## config.mk

```make
export PLATFORM = sky130hd
export DESIGN_NAME = tcpc_top
export DESIGN_NICKNAME = d
export VERILOG_FILES = /design/src/rtl/tcpc_pkg.sv /design/src/rtl/tcpc_capture.sv /design/src/rtl/tcpc_top.sv
export VERILOG_INCLUDE_DIRS = /design/src /design/src/rtl
export SDC_FILE = /design/constraint.sdc
export NUM_CORES = 1
export LEC_CHECK = 0
export ABC_AREA = 1
export BUFFER_PORTS_ARGS = -buffer_cell sky130_fd_sc_hd__buf_2
export CAP_MARGIN = 30
export CORE_AREA = 5 5 126 128
export CTS_CLUSTER_SIZE = 8
export DETAILED_ROUTE_END_ITERATION = 8
export DIE_AREA = 0 0 131 133
export PLACE_DENSITY = 0.73
export RECOVER_POWER = 50
export SETUP_SLACK_MARGIN = 0.5
export SLEW_MARGIN = 20
export SYNTH_ARGS = -nofsm -noshare
export SYNTH_HDL_FRONTEND = slang
export SYNTH_SLANG_ARGS = --single-unit
```

## constraint.sdc

```tcl
create_clock -name aclk -period 2.8 [get_ports aclk]
set_clock_uncertainty 0.1 [all_clocks]
set_input_delay 0.28 -clock aclk [delete_from_list [all_inputs] [get_ports aclk]]
set_output_delay 0.28 -clock aclk [all_outputs]
set_load 0.02 [all_outputs]
```

## src/rtl/tcpc_defines.svh

```systemverilog
`ifndef TCPC_DEFINES_SVH
`define TCPC_DEFINES_SVH
`define TCPC_OFF_CTRL2 8'h17
`define TCPC_OFF_MODE 8'h16
`define TCPC_OFF_CAP1_LO 8'h20
`define TCPC_OFF_CAP1_HI 8'h21
`define TCPC_OFF_CAP2_LO 8'h22
`define TCPC_OFF_CAP2_HI 8'h23
`define TCPC_OFF_IRQ_STAT 8'h24
`define TCPC_OFF_IRQ_MASK 8'h25
`define TCPC_OFF_DIR 8'h26
`define TCPC_BIT_C2OVF 7
`define TCPC_BIT_C1OVF 6
`define TCPC_BIT_PWM2 5
`define TCPC_BIT_PWM1 4
`define TCPC_BIT_CPSEL 3
`define TCPC_BIT_T3RUN 2
`define TCPC_BIT_T2RUN 1
`define TCPC_BIT_T1RUN 0
`define TCPC_BIT_CASCADE 3
`define TCPC_BIT_PWM2_PIN 3
`define TCPC_BIT_PWM1_PIN 2
`define TCPC_RST_CTRL2 8'h00
`define TCPC_RST_MODE 8'h00
`define TCPC_RST_DIR 8'hff
`define TCPC_IRQ_CAP1 0
`define TCPC_IRQ_CAP2 1
`define TCPC_IRQ_OVF1 2
`define TCPC_IRQ_OVF2 3
`endif

```

## src/rtl/tcpc_pkg.sv

```systemverilog
package tcpc_pkg;
    typedef struct packed {
        logic [1:0] enable;
        logic [1:0] drive;
    } tcpc_pin_t;
    typedef struct packed {
        logic [15:0] value;
        logic full;
        logic overflow;
    } tcpc_cap_t;
endpackage

```

## src/rtl/tcpc_capture.sv

```systemverilog
`timescale 1ns/1ps
`default_nettype none
module tcpc_capture
    import tcpc_pkg::*;
#(
    parameter int WIDTH = 16
) (
    input wire logic aclk, // System clock
    input wire logic aresetn, // Sync reset, low
    input wire logic capture_event, // Capture strobe
    input wire logic [WIDTH-1:0] count, // Third timer count
    input wire logic read_low, // Low byte read
    input wire logic read_high, // High byte read
    output logic [WIDTH-1:0] value_q, // Held capture
    output logic full_q, // Unread value held
    output logic overflow_q // Lost capture
);
    logic low_seen_q;

    always_ff @(posedge aclk) begin
        if (!aresetn) begin
            value_q <= '0;
            full_q <= 1'b0;
            overflow_q <= 1'b0;
            low_seen_q <= 1'b0;
        end else begin
            if (capture_event && full_q) begin
                overflow_q <= 1'b1;
            end else if (full_q && (read_low || low_seen_q) && read_high) begin
                overflow_q <= 1'b0;
            end
            if (capture_event && !full_q) begin
                value_q <= count;
                full_q <= 1'b1;
                low_seen_q <= 1'b0;
            end else if (full_q) begin
                // Pair counts as read once the high byte is fetched with or after the low byte
                if ((read_low || low_seen_q) && read_high) begin
                    full_q <= 1'b0;
                    low_seen_q <= 1'b0;
                end else if (read_low || read_high) begin
                    low_seen_q <= low_seen_q | read_low;
                end
            end
        end
    end

    full_blocks_a: assert property (@(posedge aclk) disable iff (!aresetn)
        full_q && capture_event |=> $stable(value_q) && overflow_q)
        else $error("capture overwrote unread value");
    load_empty_a: assert property (@(posedge aclk) disable iff (!aresetn)
        !full_q && capture_event |=> value_q == $past(count) && full_q)
        else $error("capture not loaded");
endmodule
`default_nettype wire

```

## src/rtl/tcpc_top.sv

```systemverilog
// Function
// - A capture on channel two while its value is unread sets the channel-two overflow flag.
// - With select one, a capture on channel one while the shared pair is unread sets the channel-one overflow flag.
// - After an overflow the pair keeps the oldest unread captured value.
// - While a value is unread, captures are ignored until the high byte is read with or after the low byte.
// - With pwm two enabled the pin is driven by pwm two regardless of its direction bit.
// - With pwm one enabled the pin is driven by pwm one regardless of its direction bit.
// - Select one makes the shared pair the first capture and lets the third timer run freely.
// - Select zero makes the shared pair the third timer's period register.
// - The third timer runs only while its run bit is one.
// - The second timer increments only while its run bit is set.
// - The first run bit starts only the first timer; in cascade mode the upper byte of the 16-bit timer also needs the second run bit.
// - The cascade select bit joins the first and second timers into one 16-bit timer.
//
// Register access over AXI4-Lite was left to the implementer.
`timescale 1ns/1ps
`default_nettype none
`include "tcpc_defines.svh"
module tcpc_top
    import tcpc_pkg::*;
(
    input wire logic aclk, // System clock
    input wire logic aresetn, // Sync reset, low
    input wire logic [7:0] s_axi_awaddr, // Write address
    input wire logic s_axi_awvalid, // Write address valid
    output logic s_axi_awready, // Write address ready
    input wire logic [31:0] s_axi_wdata, // Write data
    input wire logic [3:0] s_axi_wstrb, // Byte strobes
    input wire logic s_axi_wvalid, // Write data valid
    output logic s_axi_wready, // Write data ready
    output logic [1:0] s_axi_bresp, // Write response
    output logic s_axi_bvalid, // Write response valid
    input wire logic s_axi_bready, // Write response ready
    input wire logic [7:0] s_axi_araddr, // Read address
    input wire logic s_axi_arvalid, // Read address valid
    output logic s_axi_arready, // Read address ready
    output logic [31:0] s_axi_rdata, // Read data
    output logic [1:0] s_axi_rresp, // Read response
    output logic s_axi_rvalid, // Read data valid
    input wire logic s_axi_rready, // Read data ready
    input wire logic capture_one_in, // Channel one capture strobe
    input wire logic capture_two_in, // Channel two capture strobe
    input wire logic pwm_one_wave, // PWM1 waveform
    input wire logic pwm_two_wave, // PWM2 waveform
    input wire logic [1:0] port_out, // Port data for the two pins
    output tcpc_pin_t pin_q, // Pin enables and levels
    output logic [7:0] timer_one_q, // First timer count
    output logic [7:0] timer_two_q, // Second timer count
    output logic [15:0] third_timer_count_q, // Third timer count
    output logic irq_q // Interrupt, high
);
    logic [7:0] ctrl_q;
    logic [7:0] mode_q;
    logic [7:0] dir_q;
    logic [15:0] period_q;
    logic [3:0] stat_q;
    logic [3:0] mask_q;
    logic [7:0] awaddr_q;
    logic [31:0] wdata_q;
    logic [3:0] wstrb_q;
    logic aw_have_q;
    logic w_have_q;
    logic [1:0] bresp_d;
    logic wr_go;
    logic rd_go;
    logic [31:0] rdata_d;
    logic rd_ok;
    logic cap1_ev;
    logic cap2_ev;
    logic [15:0] cap1_val;
    logic [15:0] cap2_val;
    logic cap1_full;
    logic cap2_full;
    logic cap1_ovf;
    logic cap2_ovf;
    logic rd_c1l;
    logic rd_c1h;
    logic rd_c2l;
    logic rd_c2h;
    logic cascade;
    logic t1_tick;
    logic t2_tick;
    logic t3_wrap;
    logic [7:0] wr_idx;
    logic [7:0] rd_idx;

    function automatic logic wr_byte0(input logic [7:0] addr, input logic [7:0] off,
                                      input logic go, input logic [3:0] strb);
        return go && (addr == off) && strb[0];
    endfunction

    // Write side: address and data latched in either order
    assign wr_go = aw_have_q && w_have_q && !s_axi_bvalid;

    always_ff @(posedge aclk) begin
        if (!aresetn) begin
            aw_have_q <= 1'b0;
            w_have_q <= 1'b0;
            awaddr_q <= 8'h00;
            wdata_q <= 32'h0;
            wstrb_q <= 4'h0;
            s_axi_awready <= 1'b0;
            s_axi_wready <= 1'b0;
            s_axi_bvalid <= 1'b0;
            s_axi_bresp <= 2'b00;
        end else begin
            s_axi_awready <= !aw_have_q && !s_axi_awready && s_axi_awvalid;
            s_axi_wready <= !w_have_q && !s_axi_wready && s_axi_wvalid;
            if (s_axi_awvalid && s_axi_awready) begin
                aw_have_q <= 1'b1;
                awaddr_q <= {s_axi_awaddr[7:2], 2'b00};
            end
            if (s_axi_wvalid && s_axi_wready) begin
                w_have_q <= 1'b1;
                wdata_q <= s_axi_wdata;
                wstrb_q <= s_axi_wstrb;
            end
            if (wr_go) begin
                aw_have_q <= 1'b0;
                w_have_q <= 1'b0;
                s_axi_bvalid <= 1'b1;
                s_axi_bresp <= bresp_d;
            end else if (s_axi_bvalid && s_axi_bready) begin
                s_axi_bvalid <= 1'b0;
            end
        end
    end

    // Byte offsets are not word aligned, so each offset is an index at four times its value
    assign wr_idx = {2'b00, awaddr_q[7:2]};
    always_comb begin
        unique case (wr_idx)
            `TCPC_OFF_CTRL2, `TCPC_OFF_MODE, `TCPC_OFF_CAP1_LO, `TCPC_OFF_CAP1_HI,
            `TCPC_OFF_IRQ_STAT, `TCPC_OFF_IRQ_MASK, `TCPC_OFF_DIR: bresp_d = 2'b00;
            default: bresp_d = 2'b10;
        endcase
    end

    function automatic logic is_wr(input logic [7:0] off);
        return wr_byte0(wr_idx, off, wr_go, wstrb_q);
    endfunction

    always_ff @(posedge aclk) begin
        if (!aresetn) begin
            ctrl_q <= `TCPC_RST_CTRL2;
            mode_q <= `TCPC_RST_MODE;
            dir_q <= `TCPC_RST_DIR;
            period_q <= 16'h0000;
            mask_q <= 4'h0;
        end else begin
            if (is_wr(`TCPC_OFF_CTRL2)) begin
                // Overflow bits live in the capture units; writes to them are dropped
                ctrl_q[5:0] <= wdata_q[5:0];
            end
            if (is_wr(`TCPC_OFF_MODE)) begin
                mode_q <= wdata_q[7:0];
            end
            if (is_wr(`TCPC_OFF_DIR)) begin
                dir_q <= wdata_q[7:0];
            end
            if (is_wr(`TCPC_OFF_IRQ_MASK)) begin
                mask_q <= wdata_q[3:0];
            end
            // Period writes only land while the pair is the period register
            if (!ctrl_q[`TCPC_BIT_CPSEL] && is_wr(`TCPC_OFF_CAP1_LO)) begin
                period_q[7:0] <= wdata_q[7:0];
            end
            if (!ctrl_q[`TCPC_BIT_CPSEL] && is_wr(`TCPC_OFF_CAP1_HI)) begin
                period_q[15:8] <= wdata_q[7:0];
            end
        end
    end

    // Read side
    assign rd_go = s_axi_arvalid && s_axi_arready;
    assign rd_idx = {2'b00, s_axi_araddr[7:2]};

    always_comb begin
        rdata_d = 32'h0;
        rd_ok = 1'b1;
        unique case (rd_idx)
            `TCPC_OFF_CTRL2: rdata_d[7:0] = {cap2_ovf, cap1_ovf, ctrl_q[5:0]};
            `TCPC_OFF_MODE: rdata_d[7:0] = mode_q;
            `TCPC_OFF_CAP1_LO: rdata_d[7:0] = ctrl_q[`TCPC_BIT_CPSEL] ? cap1_val[7:0]
                                                                       : period_q[7:0];
            `TCPC_OFF_CAP1_HI: rdata_d[7:0] = ctrl_q[`TCPC_BIT_CPSEL] ? cap1_val[15:8]
                                                                       : period_q[15:8];
            `TCPC_OFF_CAP2_LO: rdata_d[7:0] = cap2_val[7:0];
            `TCPC_OFF_CAP2_HI: rdata_d[7:0] = cap2_val[15:8];
            `TCPC_OFF_IRQ_STAT: rdata_d[3:0] = stat_q;
            `TCPC_OFF_IRQ_MASK: rdata_d[3:0] = mask_q;
            `TCPC_OFF_DIR: rdata_d[7:0] = dir_q;
            default: rd_ok = 1'b0;
        endcase
    end

    always_ff @(posedge aclk) begin
        if (!aresetn) begin
            s_axi_arready <= 1'b0;
            s_axi_rvalid <= 1'b0;
            s_axi_rdata <= 32'h0;
            s_axi_rresp <= 2'b00;
        end else begin
            s_axi_arready <= s_axi_arvalid && !s_axi_arready && !s_axi_rvalid;
            if (rd_go) begin
                s_axi_rvalid <= 1'b1;
                s_axi_rdata <= rdata_d;
                s_axi_rresp <= rd_ok ? 2'b00 : 2'b10;
            end else if (s_axi_rvalid && s_axi_rready) begin
                s_axi_rvalid <= 1'b0;
            end
        end
    end

    // Capture pair reads
    assign rd_c1l = rd_go && ctrl_q[`TCPC_BIT_CPSEL] && rd_idx == `TCPC_OFF_CAP1_LO;
    assign rd_c1h = rd_go && ctrl_q[`TCPC_BIT_CPSEL] && rd_idx == `TCPC_OFF_CAP1_HI;
    assign rd_c2l = rd_go && rd_idx == `TCPC_OFF_CAP2_LO;
    assign rd_c2h = rd_go && rd_idx == `TCPC_OFF_CAP2_HI;
    assign cap1_ev = capture_one_in && ctrl_q[`TCPC_BIT_CPSEL];
    assign cap2_ev = capture_two_in;

    tcpc_capture #(.WIDTH(16)) u_cap1 (
        .aclk(aclk),
        .aresetn(aresetn),
        .capture_event(cap1_ev),
        .count(third_timer_count_q),
        .read_low(rd_c1l),
        .read_high(rd_c1h),
        .value_q(cap1_val),
        .full_q(cap1_full),
        .overflow_q(cap1_ovf)
    );

    tcpc_capture #(.WIDTH(16)) u_cap2 (
        .aclk(aclk),
        .aresetn(aresetn),
        .capture_event(cap2_ev),
        .count(third_timer_count_q),
        .read_low(rd_c2l),
        .read_high(rd_c2h),
        .value_q(cap2_val),
        .full_q(cap2_full),
        .overflow_q(cap2_ovf)
    );

    // Timers; counting clock is the system clock, external sources are out of scope
    assign cascade = mode_q[`TCPC_BIT_CASCADE];
    assign t1_tick = ctrl_q[`TCPC_BIT_T1RUN];
    assign t2_tick = cascade ? (t1_tick && ctrl_q[`TCPC_BIT_T2RUN] && timer_one_q == 8'hff)
                             : ctrl_q[`TCPC_BIT_T2RUN];
    assign t3_wrap = !ctrl_q[`TCPC_BIT_CPSEL] && third_timer_count_q == period_q;

    always_ff @(posedge aclk) begin
        if (!aresetn) begin
            timer_one_q <= 8'h00;
            timer_two_q <= 8'h00;
            third_timer_count_q <= 16'h0000;
        end else begin
            if (t1_tick) begin
                timer_one_q <= timer_one_q + 8'h01;
            end
            if (t2_tick) begin
                timer_two_q <= timer_two_q + 8'h01;
            end
            if (ctrl_q[`TCPC_BIT_T3RUN]) begin
                // Free running when the pair serves as capture one
                third_timer_count_q <= t3_wrap ? 16'h0000
                                               : third_timer_count_q + 16'h0001;
            end
        end
    end

    // Pins: PWM enable overrides the port direction bit
    always_ff @(posedge aclk) begin
        if (!aresetn) begin
            pin_q <= '0;
        end else begin
            pin_q.enable[1] <= ctrl_q[`TCPC_BIT_PWM2] | !dir_q[`TCPC_BIT_PWM2_PIN];
            pin_q.drive[1] <= ctrl_q[`TCPC_BIT_PWM2] ? pwm_two_wave : port_out[1];
            pin_q.enable[0] <= ctrl_q[`TCPC_BIT_PWM1] | !dir_q[`TCPC_BIT_PWM1_PIN];
            pin_q.drive[0] <= ctrl_q[`TCPC_BIT_PWM1] ? pwm_one_wave : port_out[0];
        end
    end

    // Interrupts: set wins over write-one-to-clear
    always_ff @(posedge aclk) begin
        if (!aresetn) begin
            stat_q <= 4'h0;
            irq_q <= 1'b0;
        end else begin
            stat_q <= (stat_q & ~(is_wr(`TCPC_OFF_IRQ_STAT) ? wdata_q[3:0] : 4'h0))
                      | {cap2_ev && cap2_full, cap1_ev && cap1_full,
                         cap2_ev && !cap2_full, cap1_ev && !cap1_full};
            irq_q <= |(stat_q & mask_q);
        end
    end

    ovf_readonly_a: assert property (@(posedge aclk) disable iff (!aresetn)
        wr_go && wr_idx == `TCPC_OFF_CTRL2 && wstrb_q[0] && !cap1_ovf
        |=> !cap1_ovf || $past(cap1_ev))
        else $error("overflow flag written by software");
    t3_stop_a: assert property (@(posedge aclk) disable iff (!aresetn)
        !ctrl_q[`TCPC_BIT_T3RUN] |=> $stable(third_timer_count_q))
        else $error("third timer moved while stopped");
    t2_stop_a: assert property (@(posedge aclk) disable iff (!aresetn)
        !ctrl_q[`TCPC_BIT_T2RUN] |=> $stable(timer_two_q))
        else $error("second timer moved while stopped");
    t1_stop_a: assert property (@(posedge aclk) disable iff (!aresetn)
        !ctrl_q[`TCPC_BIT_T1RUN] |=> $stable(timer_one_q)
            && ($stable(timer_two_q) || !$past(cascade)))
        else $error("first timer moved while stopped");
    pwm2_pin_a: assert property (@(posedge aclk) disable iff (!aresetn)
        ctrl_q[`TCPC_BIT_PWM2] |=> pin_q.enable[1] && pin_q.drive[1] == $past(pwm_two_wave))
        else $error("pwm two not on pin");
    pwm1_pin_a: assert property (@(posedge aclk) disable iff (!aresetn)
        ctrl_q[`TCPC_BIT_PWM1] |=> pin_q.enable[0] && pin_q.drive[0] == $past(pwm_one_wave))
        else $error("pwm one not on pin");
    c2_ovf_a: assert property (@(posedge aclk) disable iff (!aresetn)
        cap2_ev && cap2_full |=> cap2_ovf)
        else $error("capture two overflow missed");
    c1_ovf_a: assert property (@(posedge aclk) disable iff (!aresetn)
        cap1_ev && cap1_full |=> cap1_ovf)
        else $error("capture one overflow missed");
    period_wrap_a: assert property (@(posedge aclk) disable iff (!aresetn)
        ctrl_q[`TCPC_BIT_T3RUN] && t3_wrap |=> third_timer_count_q == 16'h0000)
        else $error("third timer ignored period");
    cascade_a: assert property (@(posedge aclk) disable iff (!aresetn)
        cascade && timer_one_q != 8'hff |=> $stable(timer_two_q))
        else $error("upper byte counted early");
    cov_ovf1_c: cover property (@(posedge aclk) cap1_ovf);
    cov_ovf2_c: cover property (@(posedge aclk) cap2_ovf);
    cov_cascade_c: cover property (@(posedge aclk) cascade && t2_tick);
    cov_irq_c: cover property (@(posedge aclk) irq_q);
endmodule
`default_nettype wire

```

==> impl_metrics.json <==
{
  "outcome": "complete, no violations",
  "setup_tns_ns": 0,
  "min_period_ns": 2.17,
  "slew_violations": 0,
  "worst_pin_slew_ns": 1.24,
  "drive_gt1_share_pct": 9.17,
  "overflow": 0,
  "cts_max_level": 4,
  "hold_viol": 0,
  "path_clk_slew_ns": 0.07,
  "yosys.area.top_type": "dfxtp_1",
  "hold_end": "u_cap2.full_q$_SDFF_PN0_",
  "gp_congestion": 0.937,
  "die_y_um": 133,
  "reg2reg_to": "u_cap2.value_q[2]$_SDFFE_PN0P_",
  "end_kind": "flop",
  "ant_nets": 0,
  "timing.fmax_mhz": 460,
  "vias": 6647,
  "core.rowCount": 45,
  "diodes": 0,
  "dieWidth_um": 131,
  "port-buffer-count": 85,
  "grt_pass1_vias": 5970,
  "syn_inst": 987,
  "synth-seq-cells": 153,
  "synth.top_cell.area_share_pct": 43.3,
  "hold_depth": 3,
  "min_from": "capture_two_in",
  "ys_top_cells_by_count": "191 x nand2_1, 153 x dfxtp_1, 131 x nor2_1",
  "regToRegSetupSlack_ns": 0.63,
  "routedWlPerCell_um": 15.0,
  "drtIter0Drc": 530,
  "fin_crit_sh_pct": 77.7,
  "synthFlopType": "dfxtp_1",
  "wl_mm": 19.0,
  "grtUsageMet1_pct": 30.9,
  "rsz0062_at_grt": "false",
  "slew_headroom_pct": 17.2,
  "synth-edff-count": 0,
  "avgSynthCellArea_um2": 7.18,
  "syn_to_final_growth_pct": 14.8,
  "p_leak_nw": 3.27,
  "initial_core_util_pct": 48.0,
  "top_usage_layer": "met2",
  "ys_warn_count": 0,
  "io_pins": 143,
  "vias_per_cell": 5.24,
  "crit_type": "flop to flop",
  "post-synth-top-count-cell": "nand2_1",
  "dpl.hpwl_mm": 13.3,
  "synth_area_leaders": "dfxtp_1 43%, nand2_1 10%, nor2_1 6.9%",
  "finalSetupViolations": 0,
  "clk_latency_ns": 0.43,
  "synth.distinct_cells": 39,
  "maxCapViolCount": 0,
  "reg2reg_depth": 5,
  "power.density_nw_per_um2": 595,
  "layout.filler_cells": 1422,
  "grt_util_met2_pct": 32.9,
  "cts_root_buffer": "clkbuf_16",
  "critPathArrivalTime_ns": 2.39,
  "multi_input_area_um2": 3380,
  "min_path_type": "primary input to flop",
  "numCtsBuffers": 17,
  "required_ns": 3.01,
  "cts_tree": "done",
  "fin_area_um2": 8130,
  "seq_area_frac_synth_pct": 43.3,
  "vdd_drop_max_mv": 0.446,
  "grt_first_pass_wirelength_mm": 30.3,
  "path_max_fanout": 27,
  "core-area_um2": 14800,
  "async_reset_ff_share_pct": 0,
  "synth_area_um2": 7080,
  "grt.total_usage_pct": 22.0,
  "grt_antenna_before_repair": 0,
  "use_met3_pct": 5.01,
  "cts_resized": 0,
  "route.detailed.drc": 0,
  "worstSetupStartpoint": "u_cap2.full_q$_SDFF_PN0_",
  "drt_pass1_iterations": 5,
  "fin_nets": 1135,
  "post_dp_cell_area_um2": 7500,
  "clockBufferDepth": 2,
  "register_area_um2": 3060,
  "dieArea_um2": 17400,
  "cts_sinks": 153,
  "regToRegStartpoint": "u_cap2.full_q$_SDFF_PN0_",
  "grt_max_degree": 94,
  "worstSetupStartpointType": "flop"
}
==> worst max-delay path, stage by stage, from the launching register on <==
cell,delay [ns]
dfxtp_1,0.33
nor2_1,0.12
clkbuf_1,0.77
inv_1,0.41
o21ai_0,0.26
a21oi_1,0.05
==> worst max-delay path by stage <==
stage | endpoint | slack, ns | cells past startpoint
floorplan | timer_two_q[1]$_SDFFE_PN0P_ | 1.06 | 8
global placement | u_cap1.value_q[4]$_SDFFE_PN0P_ | 0.89 | 5
global route | u_cap2.value_q[2]$_SDFFE_PN0P_ | 0.44 | 5
detailed placement | u_cap1.value_q[7]$_SDFFE_PN0P_ | 0.83 | 5
finish | u_cap2.value_q[2]$_SDFFE_PN0P_ | 0.63 | 5
CTS | u_cap1.value_q[13]$_SDFFE_PN0P_ | 0.79 | 5
==> sequential cells by signal, summed over array words and instances, names as in the netlist, 16 cells and up <==
signal,count
u_cap1.value_q,16
third_timer_count_q,16
period_q,16
u_cap2.value_q,16
==> layout make-up <==
class,instances,area share (%)
Tap cell,188,2.89
Multi-Input combinational cell,706,41.6
Inverter,85,3.92
Timing Repair Buffer,104,6.54
Clock inverter,14,1.95
Clock buffer,18,5.40
Sequential cell,153,37.7
==> cell families after synthesis <==
group	after synthesis	share of synthesized area, %
AO/OA/AOI/OAI	227	17.6
XOR/XNOR	17	2.10
adder cells (fa/ha/maj)	3	0.530
buffers and inverters	153	10.2
flip-flops	153	43.3
other	1	0.0530
AND/OR/NAND/NOR	433	26.2
==> through the flow <==
stage,utilization [%],setup WS [ns],hold slack (ns),total power [mW],instances
2_1_floorplan,-,1.06,0.283,2.48,1012
3_3_place_gp,50.9,0.886,0.317,2.53,1225
3_5_place_dp,50.9,0.834,0.331,2.53,1225
4_1_cts,55.7,0.790,0.00651,4.86,1268
5_1_grt,55.1,0.441,0.0237,4.99,1268
6_report,55.1,0.625,0.0180,4.84,1268
==> report_power, final <==
group,internal (mW),switching (mW)
sequential,2.22,0.0236
combinational,0.0692,0.184
clock,1.36,0.985
total,3.64,1.19
==> what timing repair did <==
item,CTS,global route
buffers inserted,0,0
endpoints found under the hold margin,9,0
hold buffers,11,0
setup endpoints to repair,0,0
==> cell usage in the layout, fill, tap and decap left out, types with 2 or more instances in the layout <==
cell	synthesis	layout
bufinv_16	0	2
a21boi_0	2	2
inv_1	79	80
ha_1	3	3
conb_1	1	26
xor2_1	10	10
a21oi_1	88	88
clkbuf_16	0	17
nand2_2	4	4
dfxtp_1	153	153
nand4_1	17	17
clkbuf_1	20	55
xnor2_1	7	7
o22ai_1	4	4
nand2_1	191	191
a211oi_1	12	12
o211ai_1	9	9
clkinvlp_4	0	4
a211oi_2	4	4
inv_6	0	6
inv_2	6	5
a31oi_1	2	2
buf_4	30	4
nand3_1	51	51
dlygate4sd3_1	0	11
o21ai_0	98	98
o21ai_1	3	3
nor2_2	9	7
nor2_1	131	133
nor3_1	19	19
nor2_4	6	6
nor4_1	2	2
buf_2	12	33
==> routing by layer <==
| metal | wire (um) | part of all wire (%) |
|---|---|---|
| met5 | 0 | 0 |
| met4 | 459 | 2.4 |
| met3 | 1470 | 7.8 |
| met2 | 8390 | 44 |
| met1 | 8640 | 46 |
Power figures use the tool's default switching activity.
